File: src/rtl/dacr_pkg.sv
// Package for the dual converter serial register bank
package dacr_pkg;
  localparam logic [7:0] ADDR_PORT_SETUP = 8'h00;
  localparam logic [7:0] ADDR_PART_ID = 8'h01;
  localparam logic [7:0] ADDR_SPEED = 8'h02;
  localparam logic [7:0] ADDR_CHAN_SEL = 8'h05;
  localparam logic [7:0] ADDR_POWER_MODES = 8'h08;
  localparam logic [7:0] ADDR_CLOCK_OPT = 8'h09;
  localparam logic [7:0] ADDR_CLK_DIV = 8'h0b;
  localparam logic [7:0] ADDR_COMMIT = 8'hff;
  localparam logic [7:0] RST_PORT_SETUP = 8'h18;
  localparam logic [7:0] RST_CHAN_SEL = 8'h03;
  localparam logic [7:0] RST_POWER_MODES = 8'h80;
  localparam logic [7:0] RST_CLOCK_OPT = 8'h00;
  localparam logic [7:0] RST_CLK_DIV = 8'h00;
  localparam logic [7:0] RST_COMMIT = 8'h00;
  localparam int SOFT_RST_HI = 5;
  localparam int SOFT_RST_LO = 2;
  localparam int LSB_FIRST_HI = 6;
  localparam int LSB_FIRST_LO = 1;
  localparam logic [7:0] SETUP_FIXED_ONES = 8'h18;
  localparam logic [7:0] MODES_MASK = 8'he3;
  localparam logic [7:0] CLOCK_OPT_MASK = 8'h01;
  localparam logic [7:0] CLK_DIV_MASK = 8'h07;
  localparam logic [7:0] CHAN_SEL_MASK = 8'h03;
  localparam int SPEED_LSB = 4;
  // Arbitrary neutral part identifier
  localparam logic [7:0] PART_ID_VALUE = 8'h5a;

  typedef struct packed {
    logic power_down_pin_en;
    logic [1:0] power_down_pin_mode;
    logic [1:0] power_mode;
  } dacr_modes_t;

  typedef struct packed {
    dacr_modes_t modes;
    logic duty_cycle_stabilizer;
    logic [2:0] clk_div_code;
  } dacr_chan_cfg_t;

  typedef struct packed {
    logic wr;
    logic rd;
    logic [7:0] addr;
    logic [7:0] data;
  } dacr_req_t;
endpackage : dacr_pkg

File: src/rtl/dacr_chan_regs.sv
// Shadow and working copy of one channel's program registers
`timescale 1ns/1ps
module dacr_chan_regs (
  input wire logic clk_in,
  input wire logic rst_in,
  input wire logic soft_rst_in,
  input wire logic wr_en_in,
  input wire logic [7:0] addr_in,
  input wire logic [7:0] data_in,
  input wire logic commit_in,
  output logic [7:0] rd_data_out,
  output dacr_pkg::dacr_chan_cfg_t cfg_out
);
  logic [7:0] modes_q;
  logic [7:0] clock_q;
  logic [7:0] div_q;

  // Shadow storage; program writes wait for commit
  always_ff @(posedge clk_in or posedge rst_in) begin
    if (rst_in) begin
      modes_q <= dacr_pkg::RST_POWER_MODES;
      clock_q <= dacr_pkg::RST_CLOCK_OPT;
      div_q <= dacr_pkg::RST_CLK_DIV;
    end else if (soft_rst_in) begin
      modes_q <= dacr_pkg::RST_POWER_MODES;
      clock_q <= dacr_pkg::RST_CLOCK_OPT;
      div_q <= dacr_pkg::RST_CLK_DIV;
    end else if (wr_en_in) begin
      case (addr_in)
        dacr_pkg::ADDR_POWER_MODES: modes_q <= data_in & dacr_pkg::MODES_MASK;
        dacr_pkg::ADDR_CLOCK_OPT: clock_q <= data_in & dacr_pkg::CLOCK_OPT_MASK;
        dacr_pkg::ADDR_CLK_DIV: div_q <= data_in & dacr_pkg::CLK_DIV_MASK;
        default: ;
      endcase
    end
  end

  // Working copy updated all at once
  always_ff @(posedge clk_in or posedge rst_in) begin
    if (rst_in) begin
      cfg_out <= '{modes: '{1'b1, 2'b00, 2'b00}, duty_cycle_stabilizer: 1'b0,
                   clk_div_code: 3'h0};
    end else if (soft_rst_in) begin
      cfg_out <= '{modes: '{1'b1, 2'b00, 2'b00}, duty_cycle_stabilizer: 1'b0,
                   clk_div_code: 3'h0};
    end else if (commit_in) begin
      cfg_out.modes.power_down_pin_en <= modes_q[7];
      cfg_out.modes.power_down_pin_mode <= modes_q[6:5];
      cfg_out.modes.power_mode <= modes_q[1:0];
      cfg_out.duty_cycle_stabilizer <= clock_q[0];
      cfg_out.clk_div_code <= div_q[2:0];
    end
  end

  always_comb begin
    case (addr_in)
      dacr_pkg::ADDR_POWER_MODES: rd_data_out = modes_q;
      dacr_pkg::ADDR_CLOCK_OPT: rd_data_out = clock_q;
      dacr_pkg::ADDR_CLK_DIV: rd_data_out = div_q;
      default: rd_data_out = 8'h00;
    endcase
  end
endmodule : dacr_chan_regs

File: src/rtl/dacr_regs.sv
// Register bank top: chip setup, channel index, commit and two channel copies
// Functional notes
// Only the listed addresses and bits exist; all else reads zero and ignores writes.
// Setup register holds mirrored soft reset and LSB-first bits, bits 4:3 one, default 0x18.
// Address 0x01 returns a fixed read-only part identifier.
// Address 0x02 returns a read-only speed-grade field in its middle bits.
// Address 0x05 bits 0 and 1 pick channels A and B for writes, default 0x03; writes to 0x09 and 0x0B go to both channels.
// Writing bit 0 of 0xFF copies all shadow values to working registers at once.
// Address 0x08 holds power-down pin enable, pin mode and internal power mode, default 0x80.
// Address 0x0B low three bits set the clock divide code; ratio is code plus one.
// Writes to 0x08..0x0B stay shadowed until commit, and the commit bit self-clears.
// With both channels selected, a read returns channel A.
// Address 0x09 bit 0 enables the duty cycle stabilizer; register resets to zero.
`timescale 1ns/1ps
module dacr_regs #(
  parameter logic [1:0] SPEED_GRADE = 2'b11
) (
  input wire logic clk_in,
  input wire logic rst_in,
  input dacr_pkg::dacr_req_t req_in,
  output logic [7:0] rd_data_out,
  output logic lsb_first_out,
  output dacr_pkg::dacr_chan_cfg_t cfg_a_out,
  output dacr_pkg::dacr_chan_cfg_t cfg_b_out
);
  logic [1:0] chan_sel_q;
  logic commit_q;
  logic soft_rst_q;
  logic [7:0] rd_a;
  logic [7:0] rd_b;
  logic [7:0] rd_d;
  logic commit_pulse;
  logic wr_a;
  logic wr_b;
  logic wr_prog;
  logic wr_glob;

  function automatic logic is_program(input logic [7:0] a);
    is_program = (a == dacr_pkg::ADDR_POWER_MODES) || (a == dacr_pkg::ADDR_CLOCK_OPT) ||
                 (a == dacr_pkg::ADDR_CLK_DIV);
  endfunction : is_program

  function automatic logic is_global(input logic [7:0] a);
    is_global = (a == dacr_pkg::ADDR_CLOCK_OPT) || (a == dacr_pkg::ADDR_CLK_DIV);
  endfunction : is_global

  assign commit_pulse = req_in.wr && (req_in.addr == dacr_pkg::ADDR_COMMIT) && req_in.data[0];
  // Global registers ignore the channel index so both copies stay equal
  assign wr_prog = req_in.wr && is_program(req_in.addr);
  assign wr_glob = wr_prog && is_global(req_in.addr);
  assign wr_a = wr_prog && (chan_sel_q[0] || wr_glob);
  assign wr_b = wr_prog && (chan_sel_q[1] || wr_glob);

  // Soft reset acts for one cycle, then clears itself
  always_ff @(posedge clk_in or posedge rst_in) begin
    if (rst_in) begin
      soft_rst_q <= 1'b0;
    end else begin
      soft_rst_q <= req_in.wr && (req_in.addr == dacr_pkg::ADDR_PORT_SETUP) &&
                    (req_in.data[dacr_pkg::SOFT_RST_HI] || req_in.data[dacr_pkg::SOFT_RST_LO]);
    end
  end

  // Either mirrored copy sets LSB-first, so shift order cannot garble it
  always_ff @(posedge clk_in or posedge rst_in) begin
    if (rst_in) begin
      lsb_first_out <= 1'b0;
    end else if (soft_rst_q) begin
      lsb_first_out <= 1'b0;
    end else if (req_in.wr && req_in.addr == dacr_pkg::ADDR_PORT_SETUP) begin
      lsb_first_out <= req_in.data[dacr_pkg::LSB_FIRST_HI] ||
                       req_in.data[dacr_pkg::LSB_FIRST_LO];
    end
  end

  always_ff @(posedge clk_in or posedge rst_in) begin
    if (rst_in) begin
      chan_sel_q <= dacr_pkg::RST_CHAN_SEL[1:0];
    end else if (soft_rst_q) begin
      chan_sel_q <= dacr_pkg::RST_CHAN_SEL[1:0];
    end else if (req_in.wr && req_in.addr == dacr_pkg::ADDR_CHAN_SEL) begin
      chan_sel_q <= req_in.data[1:0];
    end
  end

  // Commit bit is visible one cycle then autoclears
  always_ff @(posedge clk_in or posedge rst_in) begin
    if (rst_in) begin
      commit_q <= 1'b0;
    end else begin
      commit_q <= commit_pulse && !soft_rst_q;
    end
  end

  dacr_chan_regs u_chan_a (
    .clk_in(clk_in),
    .rst_in(rst_in),
    .soft_rst_in(soft_rst_q),
    .wr_en_in(wr_a),
    .addr_in(req_in.addr),
    .data_in(req_in.data),
    .commit_in(commit_pulse),
    .rd_data_out(rd_a),
    .cfg_out(cfg_a_out)
  );

  dacr_chan_regs u_chan_b (
    .clk_in(clk_in),
    .rst_in(rst_in),
    .soft_rst_in(soft_rst_q),
    .wr_en_in(wr_b),
    .addr_in(req_in.addr),
    .data_in(req_in.data),
    .commit_in(commit_pulse),
    .rd_data_out(rd_b),
    .cfg_out(cfg_b_out)
  );

  always_comb begin
    case (req_in.addr)
      dacr_pkg::ADDR_PORT_SETUP: begin
        rd_d = dacr_pkg::SETUP_FIXED_ONES;
        rd_d[dacr_pkg::LSB_FIRST_HI] = lsb_first_out;
        rd_d[dacr_pkg::LSB_FIRST_LO] = lsb_first_out;
      end
      dacr_pkg::ADDR_PART_ID: rd_d = dacr_pkg::PART_ID_VALUE;
      dacr_pkg::ADDR_SPEED: rd_d = {2'b00, SPEED_GRADE, 4'h0} >> (4 - dacr_pkg::SPEED_LSB);
      dacr_pkg::ADDR_CHAN_SEL: rd_d = {6'h00, chan_sel_q};
      dacr_pkg::ADDR_COMMIT: rd_d = {7'h00, commit_q};
      default: begin
        if (is_program(req_in.addr)) begin
          rd_d = chan_sel_q[0] ? rd_a : rd_b;
        end else begin
          rd_d = 8'h00;
        end
      end
    endcase
  end

  always_ff @(posedge clk_in or posedge rst_in) begin
    if (rst_in) begin
      rd_data_out <= 8'h00;
    end else if (req_in.rd) begin
      rd_data_out <= rd_d;
    end
  end
endmodule : dacr_regs

File: config.mk
export PLATFORM = sky130hd
export DESIGN_NAME = dacr_regs
export DESIGN_NICKNAME = d
export VERILOG_FILES = /design/src/rtl/dacr_pkg.sv /design/src/rtl/dacr_chan_regs.sv /design/src/rtl/dacr_regs.sv
export SDC_FILE = /design/constraint.sdc
export NUM_CORES = 1
export LEC_CHECK = 0
export BUFFER_PORTS_ARGS = -buffer_cell sky130_fd_sc_hd__buf_2
export CAP_MARGIN = 0
export CORE_ASPECT_RATIO = 1.5
export CORE_MARGIN = 4
export CORE_UTILIZATION = 49
export CTS_CLUSTER_SIZE = 10
export DETAILED_ROUTE_END_ITERATION = 12
export PLACE_DENSITY = 0.75
export SLEW_MARGIN = 0
export SYNTH_ARGS = -nofsm -noshare
export SYNTH_HDL_FRONTEND = slang
export SYNTH_SLANG_ARGS = --single-unit
File: constraint.sdc
create_clock -name clk_in -period 1.79 [get_ports clk_in]
set_input_delay 0.179 -clock clk_in [delete_from_list [all_inputs] [get_ports clk_in]]
set_output_delay 0.179 -clock clk_in [all_outputs]
set_load 0.02 [all_outputs]
# Word-level counts from Yosys, hierarchy flattened
# Cells that the tools add are included.
# word_totals
ff_bits,79
in_bits,20
out_inout_bits,27
word_cells,89
# op_classes
eq_ne,7
mux,28
n_reduce_logical,33
# ops
operator,count
$mux 8,17
$pmux 8 s3,2
$pmux 8 s5,1
$mux 9,4
$eq 8x4->1 const B,3
$reduce_bool 2->1,8
$reduce_and 2->1,6
$logic_and 1x1->1,10
$eq 8x1->1 const B,1
$eq 8x2->1 const B,1
$eq 8x3->1 const B,1
$eq 8x8->1 const B,1
$logic_not 8->1,1
$logic_or 1x1->1,7
$mux 2,2
$mux 1,2
$logic_not 1->1,1

# Depth between registers and ports, before layout
# Gate-level depths: netlist (run 1).
# logic_depth
ltp_word,9
mapped_depth,7
depth_no_buf,4

# Cells and area by module
# From an unflattened synthesis (run 1), not the netlist that was laid out.
# hier_totals
cells_unflattened,287
hier_area_um2,2782.7
# by_module_without_submodules
module,n_inst,cells_each,area_per_inst_um2,seq_area_each_um2
dacr_chan_regs,2,100,993.5,452.9
dacr_regs,1,87,795.8,327.8

# Worst setup path before layout (run 1)
# OpenSTA, ideal clock, no wires.
# synth_timing
path_type,input-to-reg
startpoint,input port req_in[13] (netlist bit)
endpoint,register u_chan_a.div_q[0]
setup_ps,132
t_arrival_ps,1587
t_required_ps,1658
path_slack_ps,71
cell_stages,5
path_buffers,1
path_cell_list,or4_4 buf_6 nor4_4 mux2i_1 nor2_1
# synth_via
elab_chain_cells,9
word_cells_on_any_way,13
classes_between,eq/ne: 3; reduce/logical: 10
# synth_lines
element,line,source
from (decl),dacr_regs.sv:20,"input dacr_pkg::dacr_req_t req_in,"
$eq 8x4->1 (on tied branches),"dacr_regs.sv:39, dacr_regs.sv:44",
$logic_or 1x1->1 (2 in a row),dacr_regs.sv:39,is_program = (a == dacr_pkg::ADDR_POWER_MODES) || (a == dacr_pkg::ADDR_CLOCK_OPT) ||
$logic_and 1x1->1,dacr_regs.sv:49,assign wr_prog = req_in.wr && is_program(req_in.addr);
$logic_and 1x1->1,dacr_regs.sv:50,assign wr_glob = wr_prog && is_global(req_in.addr);
$logic_or 1x1->1,dacr_regs.sv:51,assign wr_a = wr_prog && (chan_sel_q[0] || wr_glob);
$logic_and 1x1->1,dacr_regs.sv:51,
$reduce_bool 2->1 (no source line),--,
$reduce_and 2->1 (no source line) (*),--,
to (signal assigned),dacr_chan_regs.sv:23,div_q <= dacr_pkg::RST_CLK_DIV;
to (signal assigned),dacr_chan_regs.sv:27,div_q <= dacr_pkg::RST_CLK_DIV;
to (signal assigned),dacr_chan_regs.sv:32,dacr_pkg::ADDR_CLK_DIV: div_q <= data_in & dacr_pkg::CLK_DIV_MASK;
to (decl),dacr_chan_regs.sv:16,logic [7:0] div_q;
# Mark *: on every way between the ends. The rest lies on a longest branch, timed or not.
# A chain may end at the register's enable or synchronous reset.

# Worst setup path in the final report (run 1)
# layout_timing
startpoint,register chan_sel_q[1]
endpoint,register u_chan_b.modes_q[6]
# layout_via
elab_chain_cells,4
# layout_lines
element,line,source
from (decl),dacr_regs.sv:26,logic [1:0] chan_sel_q;
from (signal assigned),dacr_regs.sv:78,chan_sel_q <= dacr_pkg::RST_CHAN_SEL[1:0];
from (signal assigned),dacr_regs.sv:80,chan_sel_q <= dacr_pkg::RST_CHAN_SEL[1:0];
from (signal assigned),dacr_regs.sv:82,chan_sel_q <= req_in.data[1:0];
$logic_or 1x1->1,dacr_regs.sv:52,assign wr_b = wr_prog && (chan_sel_q[1] || wr_glob);
$logic_and 1x1->1,dacr_regs.sv:52,
$reduce_bool 2->1 (no source line),--,
$reduce_and 2->1 (no source line),--,
to (signal assigned),dacr_chan_regs.sv:21,modes_q <= dacr_pkg::RST_POWER_MODES;
to (signal assigned),dacr_chan_regs.sv:25,modes_q <= dacr_pkg::RST_POWER_MODES;
to (signal assigned),dacr_chan_regs.sv:30,dacr_pkg::ADDR_POWER_MODES: modes_q <= data_in & dacr_pkg::MODES_MASK;
to (decl),dacr_chan_regs.sv:14,logic [7:0] modes_q;
# Every way passes these cells.

==> results of run 1 <==
cells by family after synthesis:
kind of cell	Yosys count	share of synthesized area, %
buf+inv	19	3.949
flops	49	52.61
mux	41	17.66
compound gates	23	6.991
simple gates	81	18.78
synthesized netlist by cell type (2+ instances only):
cell / count / share of area, %
dfrtp_1: 43 / 46
nor2_1: 43 / 6.9
mux2i_1: 38 / 16
clkbuf_1: 8 / 1.3
dfstp_2: 6 / 6.7
nor3_1: 6 / 1.3
a31oi_1: 5 / 1.3
inv_1: 5 / 0.80
nand2_1: 5 / 0.80
nor4_1: 5 / 1.3
a211o_1: 4 / 1.5
nand4_1: 4 / 1.1
a21oi_1: 3 / 0.64
mux2_2: 3 / 1.4
nor2b_1: 3 / 0.80
nor4_4: 3 / 2.7
or3b_2: 3 / 1.1
a21o_1: 2 / 0.64
buf_2: 2 / 0.43
buf_6: 2 / 0.96
nand3_1: 2 / 0.43
nor3b_1: 2 / 0.64
o21ai_0: 2 / 0.43
o2bb2ai_1: 2 / 0.75
per-layer routing:
layer  share of wire, %  vias to the layer above
li1                   -                      864
met1                 44                      854
met2                 51                       34
met3                3.8                        8
met4                1.8                        0
met5                  0                        -
sequential cells by signal, indices dropped and copies added, names as in the netlist:
| register | count |
|---|---|
| u_chan_a.cfg_out | 9 |
| u_chan_b.cfg_out | 9 |
| rd_data_out | 8 |
| u_chan_a.modes_q | 5 |
| u_chan_b.modes_q | 5 |
| u_chan_a.div_q | 3 |
| u_chan_b.div_q | 3 |
| chan_sel_q | 2 |
| commit_q | 1 |
| lsb_first_out | 1 |
| soft_rst_q | 1 |
| u_chan_a.clock_q | 1 |
| u_chan_b.clock_q | 1 |
cell type report:
| cell class | count | share of cell area [%] |
|---|---|---|
| sequential | 49 | 43.28 |
| multi-input combinational | 145 | 36.04 |
| timing repair buffer | 63 | 14.14 |
| tap | 64 | 2.809 |
| clock buffer | 6 | 2.546 |
| inverter | 5 | 0.6585 |
| clock inverter | 2 | 0.5268 |
path summary, 6_finish.rpt:
path,end,slack [ps],cells past startpoint
max,u_chan_b.modes_q[6]$_DFFE_PP0P_,80,5
min reg2reg,rd_data_out[3]$_DFFE_PP0P_,480,1
min,soft_rst_q$_DFF_PP0_,110,2
max reg2reg,u_chan_b.modes_q[6]$_DFFE_PP0P_,80,5
min in group asynchronous,rd_data_out[7]$_DFFE_PP0P_,450,4
max in group asynchronous,chan_sel_q[0]$_DFFE_PP1P_,1060,4
power by group through the flow:
| stage | logic [uW] | clock network, uW | registers, uW |
|---|---|---|---|
| after floorplan | 114 | 0 | 1190 |
| after global placement | 200 | 0 | 1180 |
| after detailed placement | 204 | 0 | 1180 |
| after CTS | 206 | 647 | 1160 |
| after global routing | 227 | 706 | 1170 |
| final | 203 | 637 | 1160 |
what timing repair did:
item / CTS / global route
hold buffers: 1 / 0
endpoints found under the hold margin: 43 / 0
endpoints found under the setup margin: 0 / 2
buffers inserted: 0 / 1
gates resized for setup: 0 / 1
per-stage QoR:
stage	hold slack (ps)	util, %	cell area, um^2	total power (uW)
3_3_place_gp	238.8	59.89	2743	1383
5_1_grt	105.7	62.24	2850	2101
3_5_place_dp	238.7	59.89	2743	1388
6_report	111.8	62.24	2850	2002
4_1_cts	108.9	62.02	2840	2016
2_1_floorplan	296.0	-	2345	1307
==> results.sh, run 1 <==
export IMPL_outcome="finished, final reports clean"
export IMPL_die_area_um2=5979
export IMPL_vias=1760
export IMPL_grt_max_degree=50
export IMPL_avgSynthCellArea_um2=11.01
export IMPL_slowest_delay_ps=540
export IMPL_use_met3_pct=3.277
export IMPL_hp_class="in2reg"
export IMPL_crit_chain="or3b_2 > nor4_4 > buf_12 > mux2i_1 > nor2_1"
export IMPL_layout_common_cells="buf_2 (44), nor2_1 (43), dfrtp_1 (43)"
export IMPL_cts_buffers=5
export IMPL_via_per_inst=5.269
export IMPL_cts_tree="yes"
export IMPL_clk_pin_slew_ps=90
export IMPL_slew_viol_final=0
export IMPL_skew_ps=6.433
export IMPL_fin_nets=289
export IMPL_core_area_um2=4579
export IMPL_ant_nets=0
export IMPL_routedWlPerCell_um=14.60
export IMPL_min_from="req_in[2]"
export IMPL_period_minus_slack_ps=1715
export IMPL_timing_final_crit_share_pct=95.80
export IMPL_max_freq_mhz=583.2
export IMPL_drcViolationCount=0
export IMPL_rsz0062_at_grt="no"
export IMPL_tightest_slew_ps=358.0
export IMPL_crit_family="simple AND/OR/NAND/NOR gates"
export IMPL_pre_cts_ws_ps=-31.06
export IMPL_crit_start="chan_sel_q[1]$_DFFE_PP1P_"
export IMPL_start_util_pct=51.20
export IMPL_internal_power_uw=1498
export IMPL_cp_arrival_ps=1900
export IMPL_netlist_area_um2=2345
export IMPL_dr_pass1_iters=4
export IMPL_fp_dieH_um=92.72
export IMPL_setup_violations=0
export IMPL_slowest_stage="dfstp_2"
export IMPL_hpwlAfterDp_um=3556
export IMPL_grt_busiest_layer="met2"
export IMPL_vdd_ir_drop_worst_v=0.0005739
export IMPL_place_congestion=0.8798
export IMPL_clk_latency_ps=300
export IMPL_clock_root_buffer="clkbuf_8"
export IMPL_setup_ws_ps=75.17
export IMPL_final_common_cell="buf_2"
export IMPL_async_flop_share_pct=100.0
export IMPL_grt_pass1_wl_um=8349
export IMPL_crit_buf_inv=1
export IMPL_drive_above_1_share_pct=32.59
export IMPL_path_class="reg2reg"
export IMPL_multi_input_comb_area_um2=1027
export IMPL_grt_antenna_before_repair=0
export IMPL_htree_levels=2
export IMPL_layout_area_overhead_vs_synth_pct=21.56
export IMPL_synth_edf_count=0
export IMPL_path_max_fanout=6
export IMPL_synth_seq_cells=49
export IMPL_drtIter0Drc=79
export IMPL_clkPwrFrac_pct=31.8
export IMPL_p_per_area_nw_per_um2=702.4
export IMPL_ios=47
export IMPL_r2r_start="chan_sel_q[1]$_DFFE_PP1P_"
export IMPL_synth_main_ff_cell="dfrtp_1"
export IMPL_p_switching_uw=503.6
export IMPL_grt_pass1_vias=1711
export IMPL_num_rows=30
export IMPL_grtUsageTotal_pct=17.67
export IMPL_synthCells=213
export IMPL_synth_seq_area_share_pct=52.61
export IMPL_dp_cells=324
export IMPL_insertedDiodeCount=0
export IMPL_cts_buffer_depth=2
export IMPL_hold_viol=0
export IMPL_critPathCaptureType="flip-flop"
export IMPL_drt_total_wl_um=4877
export IMPL_grtUsageMet1_pct=22.74
export IMPL_portBuffers=44
export IMPL_maxCapViolCount=0
export IMPL_leakagePower_uw=0.001398
export IMPL_switching_share_pct=25.15
export IMPL_overflow=0
export IMPL_timing_slew_headroom_pct=75.93
export IMPL_cp_required_ps=1970
export IMPL_grt_util_met2_pct=29.66
export IMPL_ys_types=36
export IMPL_fillers=410
export IMPL_worstSetupStartpointType="flip-flop"
export IMPL_ff_latch_area_um2=1234
export IMPL_p_comb_share_pct=10.2
export IMPL_p_seq_share_pct=58.0
export IMPL_die_x_um=64.48
export IMPL_tns_ps=0
export IMPL_yosysWarnings=0
export IMPL_stdcell_count=334
export IMPL_synth_nets=233
export IMPL_clock_sinks=49
Note: power is estimated with default switching activity, not from simulation.
==> run 2, diff against run 1 <==
- CORE_UTILIZATION: 49 -> 54
- PLACE_DENSITY: 0.75 -> 0.79
- clock period: 1.79 -> 1.95 ns (I/O delays scaled with it)
==> run 2 against run 1 <==
Routed wire length is 0.53% lower. Clock power down 7.1%. Worst hold slack improved by 16 ps. Worst setup slack better by 130 ps. Sequential share of layout area up 1.3 points. Clock skew is 1.8 ps lower. Critical path depth unchanged. Non-clock buffer count decreased by 6. Largest power group unchanged.
==> results.sh, run 2 (synthesis results as in run 1) <==
export IMPL_setup_violations=0
export IMPL_die_x_um=61.80
export IMPL_max_freq_mhz=574.6
export IMPL_drt_total_wl_um=4851
export IMPL_rsz0062_at_grt="no"
export IMPL_period_minus_slack_ps=1740
export IMPL_dp_cells=301
export IMPL_tightest_slew_ps=529.4
export IMPL_hold_viol=0
export IMPL_path_class="reg2reg"
export IMPL_cp_required_ps=2140
export IMPL_slew_viol_final=0
export IMPL_cts_buffers=5
export IMPL_leakagePower_uw=0.001360
export IMPL_dr_pass1_iters=4
export IMPL_critPathCaptureType="flip-flop"
export IMPL_timing_final_crit_share_pct=89.25
export IMPL_final_common_cell="buf_2"
export IMPL_p_per_area_nw_per_um2=664.1
export IMPL_cts_buffer_depth=2
export IMPL_post_cts_buffers=0
export IMPL_clk_latency_ps=310
export IMPL_stdcell_count=310
export IMPL_largestRegisters="u_chan_a.cfg_out x9, u_chan_b.cfg_out x9, rd_data_out x8"
export IMPL_vdd_ir_drop_worst_v=0.0005952
export IMPL_cts_hold_buffers_added=1
export IMPL_insertedDiodeCount=0
export IMPL_ios=47
export IMPL_outcome="finished, final reports clean"
export IMPL_via_per_inst=5.681
export IMPL_clock_root_buffer="clkbuf_8"
export IMPL_worstSetupStartpointType="flip-flop"
export IMPL_slowest_stage="dfstp_2"
export IMPL_layout_area_overhead_vs_synth_pct=18.04
export IMPL_cts_resized=0
export IMPL_hpwlAfterDp_um=3498
export IMPL_grt_pass1_wl_um=8300
export IMPL_place_congestion=0.8250
export IMPL_start_util_pct=55.71
export IMPL_grt_pass1_vias=1744
export IMPL_routedWlPerCell_um=15.65
export IMPL_fin_util_pct=65.76
export IMPL_timing_slew_headroom_pct=64.65
export IMPL_fin_area_um2=2768
export IMPL_htree_levels=2
export IMPL_drcViolationCount=0
export IMPL_path_max_fanout=6
export IMPL_die_area_um2=5482
export IMPL_core_area_um2=4209
export IMPL_tns_ps=0
export IMPL_portBuffers=44
export IMPL_drive_above_1_share_pct=31.06
export IMPL_grt_max_degree=32
export IMPL_slowest_delay_ps=550
export IMPL_fp_dieH_um=88.71
export IMPL_hold_worst_slack_ps=127.7
export IMPL_overflow=0
export IMPL_drtIter0Drc=90
export IMPL_layout_common_cells="buf_2 (44), nor2_1 (43), dfrtp_1 (43)"
export IMPL_clock_sinks=49
export IMPL_grtUsageTotal_pct=20.58
export IMPL_fillers=372
export IMPL_hp_class="in2reg"
export IMPL_cp_arrival_ps=1930
export IMPL_crit_chain="or3b_2 > nor4_4 > buf_4 > mux2i_1 > nor2_1"
export IMPL_clk_pin_slew_ps=90
export IMPL_ant_nets=0
export IMPL_placed_area_um2=2670
export IMPL_skew_ps=4.583
export IMPL_num_rows=29
export IMPL_grt_antenna_before_repair=0
export IMPL_cts_tree="yes"
export IMPL_fin_nets=283
export IMPL_maxCapViolCount=0
export IMPL_vias=1761
## run 2: changes by cell type in the layout (fill, tap and decap cells not counted)
cell	previous run	this run
or3b_4	1	0
buf_12	3	2
buf_4	15	10
or3b_2	2	3
## run 2: worst max-delay path, delay by kind of cell (launching register included)
kind	cells	cell delay (ps)
buffers and inverters	1	210
flip-flops	1	550
multiplexers	1	190
AND/OR/NAND/NOR	3	670
## run 2: path summary, 6_finish.rpt
check | from | end | slack (ps) | cells past startpoint
worst max-delay path | chan_sel_q[1]$_DFFE_PP1P_ | u_chan_b.modes_q[0]$_DFFE_PP0P_ | 210 | 5
worst min-delay path | req_in[2] | soft_rst_q$_DFF_PP0_ | 130 | 2
worst max register to register | chan_sel_q[1]$_DFFE_PP1P_ | u_chan_b.modes_q[0]$_DFFE_PP0P_ | 210 | 5
worst min register to register | rd_data_out[4]$_DFFE_PP0P_ | rd_data_out[4]$_DFFE_PP0P_ | 480 | 1
max in group asynchronous | rst_in | u_chan_a.modes_q[1]$_DFFE_PP0P_ | 900 | 4
min in group asynchronous | rst_in | rd_data_out[3]$_DFFE_PP0P_ | 470 | 3
## run 2: layout make-up
cell class / count / area (um^2) / area share, %
clock buffer: 6 / 72.57 / 2.622
sequential: 49 / 1234 / 44.58
tap: 46 / 57.56 / 2.080
clock inverter: 2 / 15.01 / 0.5425
multi-input combinational: 145 / 1025 / 37.03
inverter: 5 / 18.77 / 0.6781
timing repair buffer: 57 / 345.3 / 12.48
## run 2: through the flow
stage               worst slack (ps)  total power (uW)
floorplan                      214.9              1200
global placement               140.9              1262
detailed placement             122.4              1267
CTS                            199.6              1855
global route                   88.75              1916
finish                         209.5              1838
## run 2: metal layers
metal	wire (um)	up-vias	track usage, %
met3	243	11	3.942
met5	0	-	0
met4	126	0	10.23
li1	-	853	-
met1	2095	845	26.24
met2	2385	52	32.79
## run 2: where the power goes
| part | total [uW] | internal [uW] | switching (uW) |
|---|---|---|---|
| Clock | 592 | 253 | 339 |
| Combinational | 180 | 66.7 | 113 |
| Sequential | 1070 | 1050 | 17.0 |
| Total | 1840 | 1370 | 469 |
